$ cat config.mk
export PLATFORM = sky130hd
export DESIGN_NAME = hocl_protect
export DESIGN_NICKNAME = d
export VERILOG_FILES = /design/src/logic/hocl_pkg.sv /design/src/logic/hocl_protect.sv /design/src/logic/hocl_cfg_latch.sv
export VERILOG_INCLUDE_DIRS = /design/src /design/src/logic
export SDC_FILE = /design/constraint.sdc
export NUM_CORES = 1
export LEC_CHECK = 0
export ABC_AREA = 1
export ABC_CLOCK_PERIOD_IN_PS = 2350
export BUFFER_PORTS_ARGS = -buffer_cell sky130_fd_sc_hd__buf_2
export CAP_MARGIN = 0
export CORE_ASPECT_RATIO = 0.6
export CORE_MARGIN = 3
export CORE_UTILIZATION = 61
export CTS_CLUSTER_DIAMETER = 30
export DETAILED_ROUTE_END_ITERATION = 8
export PLACE_DENSITY_LB_ADDON = 0.3
export SLEW_MARGIN = 40
export SYNTH_ARGS = -nofsm -noshare
export SYNTH_HDL_FRONTEND = slang
export SYNTH_SLANG_ARGS = --single-unit
$ cat constraint.sdc
create_clock -name mclk_i -period 2.35 [get_ports mclk_i]
set_input_delay 0.235 -clock mclk_i [delete_from_list [all_inputs] [get_ports mclk_i]]
set_output_delay 0.235 -clock mclk_i [all_outputs]
set_load 0.01 [all_outputs]
$ cat src/logic/hocl_regs.svh
`ifndef HOCL_REGS_SVH
`define HOCL_REGS_SVH
// overcurrent events needed before the soft-start clamp engages
`define HOCL_OC_EVENTS_TO_CLAMP   16
// hiccup detector terminal count, in limited cycles
`define HOCL_HICCUP_TERMINAL      512
// clean cycles in a row that clear the hiccup detector
`define HOCL_CLEAN_CYCLES_CLEAR   4
// hiccup off-time, in switching cycles
`define HOCL_OFF_TIME_CYCLES      16384
// strap level codes from the analog level detector
`define HOCL_STRAP_SA_NOSPREAD    3'h0
`define HOCL_STRAP_SA_SPREAD      3'h1
`define HOCL_STRAP_PRI_NOSPREAD   3'h2
`define HOCL_STRAP_PRI_SPREAD     3'h3
`define HOCL_STRAP_SECONDARY      3'h4
`endif

$ cat src/logic/hocl_pkg.sv
package hocl_pkg;
   // role of this device in a paralleled pair
   typedef enum logic [1:0] {
      HOCL_ROLE_STANDALONE = 2'h0,
      HOCL_ROLE_PRIMARY    = 2'h1,
      HOCL_ROLE_SECONDARY  = 2'h2
   } hocl_role_t;

   // latched start-up configuration
   typedef struct packed {
      hocl_role_t role;
      logic       dual_random_spreading;
      logic       internal_comp;
      logic       strap_invalid;
   } hocl_cfg_t;

   // comparator inputs, already synchronised
   typedef struct packed {
      logic cycle_start;    // one pulse per switching cycle
      logic shunt_limit;    // shunt current-limit comparator
      logic fb_above_th;    // feedback above hiccup threshold
      logic ss_done;        // internal soft-start complete
   } hocl_sense_t;

   // drive outputs to power stage and soft-start node
   typedef struct packed {
      logic high_side_en;
      logic low_side_en;
      logic ss_pull_low;
      logic ss_clamp_en;
      logic ss_restart;
   } hocl_drive_t;

   // hiccup controller states
   typedef enum logic [2:0] {
      HOCL_ST_SOFTSTART = 3'b001,
      HOCL_ST_RUN       = 3'b010,
      HOCL_ST_OFF       = 3'b100
   } hocl_state_t;
endpackage

$ cat src/logic/hocl_protect.sv
`include "hocl_regs.svh"
module hocl_protect
   import hocl_pkg::*;
#(
   parameter int OC_EVENTS   = `HOCL_OC_EVENTS_TO_CLAMP,
   parameter int HICCUP_TC   = `HOCL_HICCUP_TERMINAL,
   parameter int CLEAN_CLEAR = `HOCL_CLEAN_CYCLES_CLEAR,
   parameter int OFF_CYCLES  = `HOCL_OFF_TIME_CYCLES
) (
   input  wire logic       mclk_i,
   input  wire logic       rst_i,            // power-up or enable toggle
   input  wire logic       uvlo_i,           // bias below undervoltage level
   input  wire logic       cycle_start_i,    // switching-cycle start pulse
   input  wire logic       pwm_i,            // modulator high-side request
   input  wire logic       shunt_limit_i,    // shunt current-limit comparator
   input  wire logic       fb_above_th_i,    // feedback above hiccup threshold
   input  wire logic       ss_done_i,        // internal soft-start complete
   input  wire logic [2:0] strap_i,          // strap level code
   input  wire logic       comp_pu_i,        // pull-up on compensation node
   input  wire logic       ext_sync_i,       // external sync clock present
   output logic            high_side_en_o,
   output logic            low_side_en_o,
   output logic            ss_pull_low_o,    // discharge soft-start node
   output logic            ss_clamp_en_o,    // clamp soft-start above feedback
   output logic            ss_restart_o,     // pulse: start new soft-start
   output logic            sync_lock_en_o,   // allow lock to external clock
   output logic            hiccup_o,         // in hiccup off-time
   output hocl_cfg_t       cfg_o
);
   //////////////////////////////////////////////////////////////////////
   // elaboration checks
   // counters are 16 bits and the clean counter 4 bits wide
   if (OC_EVENTS < 1 || OC_EVENTS > 255 || HICCUP_TC < 2 || HICCUP_TC > 65535 ||
       CLEAN_CLEAR < 1 || CLEAN_CLEAR > 15 || OFF_CYCLES < 1 || OFF_CYCLES > 65535) begin : g_bad
      $error("hocl_protect: parameter out of range");
   end

   //////////////////////////////////////////////////////////////////////
   // two-flop synchronisers for analog comparator and pin inputs
   localparam int NS = 11;
   logic [NS-1:0] sync1_reg;  // first stage, read only by second
   logic [NS-1:0] sync2_reg;  // usable samples
   always_ff @(posedge mclk_i) begin
      sync1_reg <= {cycle_start_i, pwm_i, shunt_limit_i, fb_above_th_i, ss_done_i,
                    strap_i, comp_pu_i, ext_sync_i, uvlo_i};
      sync2_reg <= sync1_reg;
   end
   hocl_sense_t sense;
   logic        uvlo_s;         // bias comparator, synchronised
   logic        pwm_s;
   logic [2:0]  strap_s;
   logic        comp_pu_s;
   logic        ext_sync_s;
   logic        cyc_prev_reg;   // edge detector on cycle start
   assign {sense.cycle_start, pwm_s, sense.shunt_limit, sense.fb_above_th, sense.ss_done,
           strap_s, comp_pu_s, ext_sync_s, uvlo_s} = sync2_reg;

   // counter bump saturating at width
   function automatic logic [15:0] bump(input logic [15:0] v);
      return (v == 16'hffff) ? v : v + 16'h0001;
   endfunction

   //////////////////////////////////////////////////////////////////////
   // configuration latch
   hocl_cfg_t cfg;
   logic      sample_pulse;
   logic      sampled_reg;      // set once the strap has been sampled after reset
   hocl_cfg_latch u_cfg (
      .mclk_i    (mclk_i),
      .rst_i     (rst_i),
      .sample_i  (sample_pulse),
      .uvlo_i    (uvlo_s),
      .strap_i   (strap_s),
      .comp_pu_i (comp_pu_s),
      .cfg_o     (cfg)
   );
   // wait for synchroniser to fill before sampling
   logic [1:0] settle_reg;
   assign sample_pulse = (settle_reg == 2'h3) && !sampled_reg;

   //////////////////////////////////////////////////////////////////////
   // state
   hocl_state_t state_reg, state_next;
   logic [15:0] oc_cnt_reg, oc_cnt_next;        // overcurrent events
   logic [15:0] hic_cnt_reg, hic_cnt_next;      // hiccup detector
   logic [3:0]  clean_reg, clean_next;          // clean cycles in a row
   logic [15:0] off_cnt_reg, off_cnt_next;      // off-time counter
   logic        clamp_reg, clamp_next;
   logic        lim_seen_reg, lim_seen_next;    // limit seen this cycle
   logic        restart_reg, restart_next;
   logic        hs_cut_reg, hs_cut_next;        // high-side cut this cycle
   logic        cyc_edge;
   logic        cycle_limited;

   assign cyc_edge      = sense.cycle_start && !cyc_prev_reg;
   assign cycle_limited = lim_seen_reg || sense.shunt_limit;

   //////////////////////////////////////////////////////////////////////
   // next-state logic
   always_comb begin
      state_next    = state_reg;
      oc_cnt_next   = oc_cnt_reg;
      hic_cnt_next  = hic_cnt_reg;
      clean_next    = clean_reg;
      off_cnt_next  = off_cnt_reg;
      clamp_next    = clamp_reg;
      lim_seen_next = lim_seen_reg;
      restart_next  = 1'b0;
      hs_cut_next   = hs_cut_reg;
      // latch the trip until the next cycle begins
      if (sense.shunt_limit) begin
         lim_seen_next = 1'b1;
         hs_cut_next   = 1'b1;
      end
      if (cyc_edge) begin
         lim_seen_next = 1'b0;
         hs_cut_next   = 1'b0;
         // count events once per limited cycle
         if (cycle_limited) begin
            oc_cnt_next = bump(oc_cnt_reg);
            if (oc_cnt_next >= 16'(OC_EVENTS)) begin
               clamp_next = 1'b1;
            end
         end
      end
      unique case (state_reg)
         HOCL_ST_SOFTSTART: begin
            hic_cnt_next = 16'h0000;
            clean_next   = 4'h0;
            if (sense.ss_done && sense.fb_above_th) begin
               state_next = HOCL_ST_RUN;
            end
         end
         HOCL_ST_RUN: begin
            if (cyc_edge) begin
               if (cycle_limited) begin
                  clean_next   = 4'h0;
                  hic_cnt_next = bump(hic_cnt_reg);
               end else begin
                  clean_next = clean_reg + 4'h1;
                  if (clean_next >= 4'(CLEAN_CLEAR)) begin
                     hic_cnt_next = 16'h0000;
                     clean_next   = 4'h0;
                  end
               end
               if (hic_cnt_next >= 16'(HICCUP_TC)) begin
                  if (sense.fb_above_th) begin
                     hic_cnt_next = 16'h0000;
                  end else begin
                     state_next   = HOCL_ST_OFF;
                     off_cnt_next = 16'h0000;
                     hic_cnt_next = 16'h0000;
                  end
               end
            end
         end
         HOCL_ST_OFF: begin
            if (cyc_edge) begin
               off_cnt_next = bump(off_cnt_reg);
               if (off_cnt_next >= 16'(OFF_CYCLES)) begin
                  state_next   = HOCL_ST_SOFTSTART;
                  restart_next = 1'b1;
               end
            end
         end
      endcase
      // a new soft-start drops event history and the clamp
      if (restart_next) begin
         oc_cnt_next = 16'h0000;
         clamp_next  = 1'b0;
      end
   end

   //////////////////////////////////////////////////////////////////////
   // registers
   always_ff @(posedge mclk_i) begin
      if (rst_i) begin
         state_reg    <= HOCL_ST_SOFTSTART;
         oc_cnt_reg   <= 16'h0000;
         hic_cnt_reg  <= 16'h0000;
         clean_reg    <= 4'h0;
         off_cnt_reg  <= 16'h0000;
         clamp_reg    <= 1'b0;
         lim_seen_reg <= 1'b0;
         restart_reg  <= 1'b0;
         hs_cut_reg   <= 1'b0;
         // cycle start idles high at phase zero; avoids a false edge on release
         cyc_prev_reg <= 1'b1;
         settle_reg   <= 2'h0;
         sampled_reg  <= 1'b0;
      end else begin
         state_reg    <= state_next;
         oc_cnt_reg   <= oc_cnt_next;
         hic_cnt_reg  <= hic_cnt_next;
         clean_reg    <= clean_next;
         off_cnt_reg  <= off_cnt_next;
         clamp_reg    <= clamp_next;
         lim_seen_reg <= lim_seen_next;
         restart_reg  <= restart_next;
         hs_cut_reg   <= hs_cut_next;
         cyc_prev_reg <= sense.cycle_start;
         settle_reg   <= (settle_reg == 2'h3) ? settle_reg : settle_reg + 2'h1;
         sampled_reg  <= sampled_reg | sample_pulse;
      end
   end

   //////////////////////////////////////////////////////////////////////
   // outputs; the high-side gate is gated combinationally by the synchronised
   // comparator so a trip cuts the pulse without waiting for hs_cut_reg
   assign hiccup_o       = (state_reg == HOCL_ST_OFF);
   assign high_side_en_o = pwm_s && !hs_cut_reg && !sense.shunt_limit
                           && !hiccup_o && !cfg.strap_invalid;
   assign low_side_en_o  = !pwm_s && !hiccup_o;
   assign ss_pull_low_o  = hiccup_o;
   assign ss_clamp_en_o  = clamp_reg;
   assign ss_restart_o   = restart_reg;
   // spreading forbids locking to an outside clock
   assign sync_lock_en_o = ext_sync_s && !cfg.dual_random_spreading;
   assign cfg_o          = cfg;
endmodule

$ cat src/logic/hocl_cfg_latch.sv
`include "hocl_regs.svh"
// start-up latch of strap and compensation detection
module hocl_cfg_latch
   import hocl_pkg::*;
(
   input  wire logic      mclk_i,
   input  wire logic      rst_i,
   input  wire logic      sample_i,     // pulse: sample strap now
   input  wire logic      uvlo_i,       // bias below undervoltage level
   input  wire logic [2:0] strap_i,     // synchronised strap level code
   input  wire logic      comp_pu_i,    // pull-up seen on compensation node
   output hocl_cfg_t      cfg_o
);
   logic       taken_reg;       // strap sampled since last start
   logic       taken_next;
   logic       comp_taken_reg;  // comp detected since last uvlo
   logic       comp_taken_next;
   hocl_cfg_t  cfg_reg;
   hocl_cfg_t  cfg_next;

   //////////////////////////////////////////////////////////////////////
   // next-state: strap once per enable, compensation once per uvlo
   always_comb begin
      taken_next      = taken_reg;
      comp_taken_next = comp_taken_reg;
      cfg_next        = cfg_reg;
      if (sample_i && !taken_reg) begin
         taken_next             = 1'b1;
         cfg_next.strap_invalid = 1'b0;
         unique case (strap_i)
            `HOCL_STRAP_SA_NOSPREAD: begin
               cfg_next.role = HOCL_ROLE_STANDALONE;
               cfg_next.dual_random_spreading = 1'b0;
            end
            `HOCL_STRAP_SA_SPREAD: begin
               cfg_next.role = HOCL_ROLE_STANDALONE;
               cfg_next.dual_random_spreading = 1'b1;
            end
            `HOCL_STRAP_PRI_NOSPREAD: begin
               cfg_next.role = HOCL_ROLE_PRIMARY;
               cfg_next.dual_random_spreading = 1'b0;
            end
            `HOCL_STRAP_PRI_SPREAD: begin
               cfg_next.role = HOCL_ROLE_PRIMARY;
               cfg_next.dual_random_spreading = 1'b1;
            end
            `HOCL_STRAP_SECONDARY: begin
               // spreading has no meaning on a secondary
               cfg_next.role = HOCL_ROLE_SECONDARY;
               cfg_next.dual_random_spreading = 1'b0;
            end
            default: begin
               // unknown level: safest is standalone, no spreading
               cfg_next.role = HOCL_ROLE_STANDALONE;
               cfg_next.dual_random_spreading = 1'b0;
               cfg_next.strap_invalid = 1'b1;
            end
         endcase
      end
      if (sample_i && !comp_taken_reg) begin
         comp_taken_next        = 1'b1;
         cfg_next.internal_comp = comp_pu_i;
      end
      // only a bias collapse re-arms the compensation detector
      if (uvlo_i) begin
         comp_taken_next = 1'b0;
      end
   end

   //////////////////////////////////////////////////////////////////////
   // registers; rst_i is power-up or enable toggle, so the strap re-arms
   // there while the compensation choice survives it
   always_ff @(posedge mclk_i) begin
      if (rst_i) begin
         taken_reg <= 1'b0;
         cfg_reg.role <= HOCL_ROLE_STANDALONE;
         cfg_reg.dual_random_spreading <= 1'b0;
         cfg_reg.strap_invalid <= 1'b0;
         comp_taken_reg <= uvlo_i ? 1'b0 : comp_taken_next;
         cfg_reg.internal_comp <= cfg_next.internal_comp;
      end else begin
         taken_reg      <= taken_next;
         comp_taken_reg <= comp_taken_next;
         cfg_reg        <= cfg_next;
      end
   end

   assign cfg_o = cfg_reg;
endmodule

* After elaboration in Yosys (flattened, before gate mapping)
Cells that the tools add are included.
** Storage, ports and cells
- Register bits after elaboration :: 91
- Input bits :: 13
- Output and inout port bits :: 12
- Word-level logic and storage cells :: 115
** Operators by class
- Add/subtract/negate cells :: 5
- Magnitude comparators :: 4
- Equal/unequal tests :: 17
- Muxes and demuxes :: 36
- Bitwise logic cells :: 1
- Reduce and logical (&&, ||, !) cells :: 33
** Operators by type and width (number)
- 16-bit two-way mux :: 13
- 16-bit case mux with 2 select lines :: 2
- 16-bit by 1-bit adder with 16-bit output, second input constant :: 3
- 16-bit equality test, second input constant :: 3
- 3-bit two-way mux :: 6
- 16-bit by 10-bit greater-or-equal comparator with 1-bit output, second input constant :: 1
- 16-bit by 15-bit greater-or-equal comparator with 1-bit output, second input constant :: 1
- 16-bit by 5-bit greater-or-equal comparator with 1-bit output, second input constant :: 1
- 4-bit two-way mux :: 3
- 3-bit case mux with 4 select lines :: 1
- 1-bit logical AND :: 11
- 1-bit zero test :: 10
- 3-bit by 2-bit equality test with 1-bit output, second input constant :: 3
- 1-bit two-way mux :: 9
- 3-bit case mux with 3 select lines :: 1
- 2-bit != test, second input constant :: 4
- 4-bit case mux with 2 select lines :: 1
- 3-bit by 1-bit equality test with 1-bit output, second input constant :: 2
- 3-bit equality test, second input constant :: 2
- 6-bit AND reduction :: 1
- 5-bit AND reduction :: 1
- 5-bit OR reduction :: 1
- 4-bit by 1-bit adder with 4-bit output, second input constant :: 1
- 4-bit by 3-bit greater-or-equal comparator with 1-bit output, second input constant :: 1
- 10 further kinds :: 14

* Logic depth before layout (Yosys ltp)
- Depth in word-level cells :: 10
- Gate-level depth with buffers :: 17
- Gate-level depth less buffers :: 17

* By module
From an unflattened synthesis, not the netlist that was laid out.
** Unflattened totals
- Cells, all modules :: 649
- Area, all modules :: 4665.7 um^2
** By module, submodules not included
- hocl_protect :: times used 1, cells an instance 616, area an instance 4401.7 um^2, seq. area each 1681.6 um^2
- hocl_cfg_latch :: times used 1, cells an instance 33, area an instance 264.0 um^2, seq. area each 150.1 um^2

* Least setup slack after synthesis
No wires, ideal clock.
- Path type :: reg-to-reg
- From :: register hic_cnt_reg[0]
- To :: register off_cnt_reg[4]
- Setup time :: 0.112 ns
- Arrival time :: 1.806 ns
- Data required time :: 2.238 ns
- Slack :: 0.432 ns
- Cell stages (with the launch flop) :: 16
- Buffers on the path :: 1
- Period minus slack after synthesis :: 1.918 ns
- Path through :: dfxtp_1 ha_1 inv_1 nor2_4 nand3_1 nor2_1 nor2_2 nand2_1 nand2_1 nand2_1 nor2_2 nand3_2 nand2_4 buf_12 o21ai_2 inv_1
** On the way
- Longest elaborated chain between the ends :: 8
- Elaborated cells between the ends (all ways) :: 10
- Classes of those cells :: 1 x add/sub; 1 x order compare; 2 x eq/ne; 5 x mux; 1 x reduce/logical
** Ends and longest elaborated chain
- start, declared :: RTL line hocl_protect.sv:85 : logic [15:0] hic_cnt_reg, hic_cnt_next;
- start signal, assigned :: RTL line hocl_protect.sv:194 : hic_cnt_reg <= hic_cnt_next;
- 16-bit by 1-bit adder with 16-bit output / 16-bit equality test (equally long branches) :: RTL line hocl_protect.sv:60 : return (v == 16'hffff) ? v : v + 16'h0001;
- 16-bit two-way mux :: RTL line hocl_protect.sv:60
- 16-bit two-way mux * :: RTL line hocl_protect.sv:136 : if (cycle_limited) begin
- 16-bit two-way mux * :: RTL line hocl_protect.sv:135 : if (cyc_edge) begin
- 16-bit two-way mux * :: RTL line hocl_protect.sv:126 : unique case (state_reg)
- 16-bit by 10-bit greater-or-equal comparator with 1-bit output * :: RTL line hocl_protect.sv:146 : if (hic_cnt_next >= 16'(HICCUP_TC)) begin
- 2-bit != test (no source line) *
- 5-bit AND reduction (no source line) *
- end signal, assigned :: RTL line hocl_protect.sv:196 : off_cnt_reg <= off_cnt_next;
- end, declared :: RTL line hocl_protect.sv:87 : logic [15:0] off_cnt_reg, off_cnt_next;
Mark *: on every way between the ends. The rest lies on a longest branch, timed or not. The select of a mux whose other input is x is not followed.
A chain may end at the register's enable or synchronous reset.

* Final worst setup path
- From :: register hic_cnt_reg[10]
- To :: register off_cnt_reg[3]
The elaborated chain is that of the path after synthesis.

==> reports/metrics.yaml <==
firstDrtPassIters: 5
synth_mux_area_share_pct: 0
io_pins: 25
drv_slew: 0
setup_tns_ps: 0
whs_ps: 303
status: "finished clean"
wl_per_cell_um: 14.9
setup-violations-final: 0
r2r_start: "hic_cnt_reg[10]"
placed_area_sq_um: 4780
pre_cts_ws_ps: 85.8
synth-seq-area-share_pct: 40.8
ff2ff_path_depth: 13
p_int_w: 0.00271
synthXorXnorAreaFrac_pct: 2.34
die_area_sq_um: 8470
place_hpwl_um: 7680
synth-async-reset-ratio_pct: 0
grt_pass1_wl_um: 19500
dr_wl_met3_um: 1230
drt-initial-drc-count: 543
synth_cell_type_count: 42
r2r-end: "off_cnt_reg[3]"
period_share_pct: 93.0
clock_latency_ps: 350
synth_nets: 652
grt_pass1_vias: 4083
synth_top_family_by_area: "simple AND/OR/NAND/NOR gates"
crit_cells: 13
switching_share_pct: 32.8
powerDensity_nw_per_um2: 769
die_h_um: 72.5
cts_made_buffers: 9
synth_area_per_cell_sq_um: 7.09
drive_gt1_share_pct: 16.7
nNetsFinal: 703
clock-sinks: 91
fin_skew_ps: 10.2
instances_no_fill: 777
cpMaxStageDelayCell: "dfxtp_1"
cp_max_fo: 15
crit_path_end: "off_cnt_reg[3]"
synth-simple-area-share_pct: 34.9
max_slew_margin_pct: 71.7
met2_length_um: 4880
dieWidth_um: 117
hold_violations: 0
ys.flop_type: "dfxtp_1"
multi_input_area_sq_um: 2370
hold_class: "in2reg"
clockRootBuffer: "clkbuf_16"
fin_area_sq_um: 5240
wl_met1_um: 5300
synth_compound_area_share_pct: 13.0
htreeDepth: 3
fp-row-count: 23
syn_area_sq_um: 4490
p_comb_share_pct: 19.7
crit_buf_inv: 2
critPathRequiredTime_ps: 2650
grt-ovfl-total: 0
initial_utilization_pct: 65.1
cp_cell_sequence: "nand2_1 > nor2_1 > nand3_2 > nand3b_1 > nand3_1 > nand2_1 > nor2_2 > nand3_2 > nand2_8 > inv_2 > nand2_1 > nand3_1 > inv_1"
top_layer_used: "met4"
synth-seq-cells: 91
vias: 4506
viasPerCell: 5.80
worst-setup-path-type: "reg2reg"
ff2ff_setup_slack_ps: 170
seq_power_share_pct: 44.8
crit_start: "hic_cnt_reg[10]"
num-fill-cells: 492
end_kind: "register"
globalplace.congestion: 1.01
maxCapViolations: 0
critPathTopFamily: "simple AND/OR/NAND/NOR gates"
p_clk_share_pct: 35.5
grtUsageTotal_pct: 29.4
crit_arrival_ps: 2480
routed_wl_um: 11600
leakagePower_nw: 2.09
placed_cells: 750
fmax_mhz: 458
critPathLaunchType: "register"
clk_path_buf_depth: 2
seqCellArea_sq_um: 1830
max_stage_delay_ps: 470
grt_antenna_before_repair: 0
portBuffers: 24
coreArea_sq_um: 6910
final_antenna_net_count: 0
clk_pin_slew_ps: 70
synth-edff-count: 1
yosys_warnings: 0
drc: 0
ir_drop_mv: 0.561
synthAdderAreaFrac_pct: 1.39
n_antenna_cell: 0
syn-instance-count: 634
switchingPower_w: 0.00132
syn_to_final_growth_pct: 16.7
cts_tree: "done"
worst_pin_slew_ps: 423
grt_max_degree: 31
path_common_cell: "nand2_1"
finalWorstSetupSlack_ps: 165
post-route-min-period_ps: 2180
-- cell usage in the layout, fill, tap and decap left out, types with 8 or more instances in the layout --
cell,netlist,final
nand2_1,126,125
dfxtp_1,90,88
nor2_1,80,78
inv_1,65,64
nand3_1,56,54
a21oi_1,44,44
o21ai_0,42,42
buf_2,1,24
nor3_1,20,19
buf_4,1,18
nand2_2,16,16
nand4_1,14,14
dlygate4sd3_1,0,11
clkbuf_16,0,9
xor2_1,8,8
a21oi_2,8,8
-- timing repair --
item | in CTS | in global routing
resized for setup | 0 | 14
setup buffers | 0 | 0
setup endpoints to repair | 0 | 25
endpoints found under the hold margin | 11 | 0
hold buffers | 11 | 0
-- synth_stat cells, drive strengths merged, types with 2 or more instances --
master  instances  area share (%)
nand2         143              13
dfxtp          90              40
nor2           88             8.1
inv            69             5.8
nand3          58             6.7
a21oi          52             6.5
o21ai          44             5.1
nor3           25             3.5
nand4          15             2.2
clkbuf          8            0.67
xor2            8             1.6
buf             5             1.1
ha              5             1.4
xnor2           4            0.78
a31oi           3            0.42
and2            3            0.42
nand3b          3            0.50
o211ai          3            0.61
nor3b           2            0.33
-- worst min-delay path: stages --
cell	delay, ps
buf_2	90
inv_1	60
nand2_4	170
nor2_1	50
-- power groups by stage --
stage / clock, W / combinational, W / sequential (W)
floorplan: 0 / 0.000545 / 0.00181
global placement: 0 / 0.000726 / 0.00183
detailed placement: 0 / 0.000742 / 0.00183
CTS: 0.00144 / 0.000762 / 0.00180
global route: 0.00151 / 0.000884 / 0.00182
finish: 0.00143 / 0.000793 / 0.00180
-- layout make-up --
cell class,instances,area share (%)
Tap cell,87,2.08
Clock inverter,7,1.38
Multi-Input combinational cell,460,45.3
Clock buffer,9,4.29
Sequential cell,91,35.0
Inverter,70,5.01
Timing Repair Buffer,53,6.97
-- metrics by stage --
stage / util (%) / power [W]
3_3_place_gp: 69.2 / 0.00255
5_1_grt: 75.9 / 0.00421
6_report: 75.9 / 0.00403
3_5_place_dp: 69.2 / 0.00257
2_1_floorplan: - / 0.00236
4_1_cts: 75.1 / 0.00400
-- routing by layer --
| metal | GRT usage (%) | up-vias |
|---|---|---|
| met5 | 0 | - |
| li1 | - | 2183 |
| met4 | 10.6 | 0 |
| met3 | 8.17 | 22 |
| met1 | 42.3 | 2040 |
| met2 | 42.4 | 261 |
-- worst min-delay path by stage --
stage | depth (start not counted) | start | endpoint
after floorplan | 0 | uvlo_i | sync1_reg[0]
after global placement | 0 | sync1_reg[10] | sync2_reg[10]
after detailed placement | 0 | sync1_reg[4] | sync2_reg[4]
after CTS | 0 | sync1_reg[5] | sync2_reg[5]
after global routing | 4 | rst_i | oc_cnt_reg[13]
final | 4 | rst_i | oc_cnt_reg[7]
-- cell families after synthesis --
group,after synthesis
compound gates,105
xor+xnor,12
fa+ha+maj,5
buf+inv,83
flops,91
simple gates,338
Power figures use the tool's default switching activity.
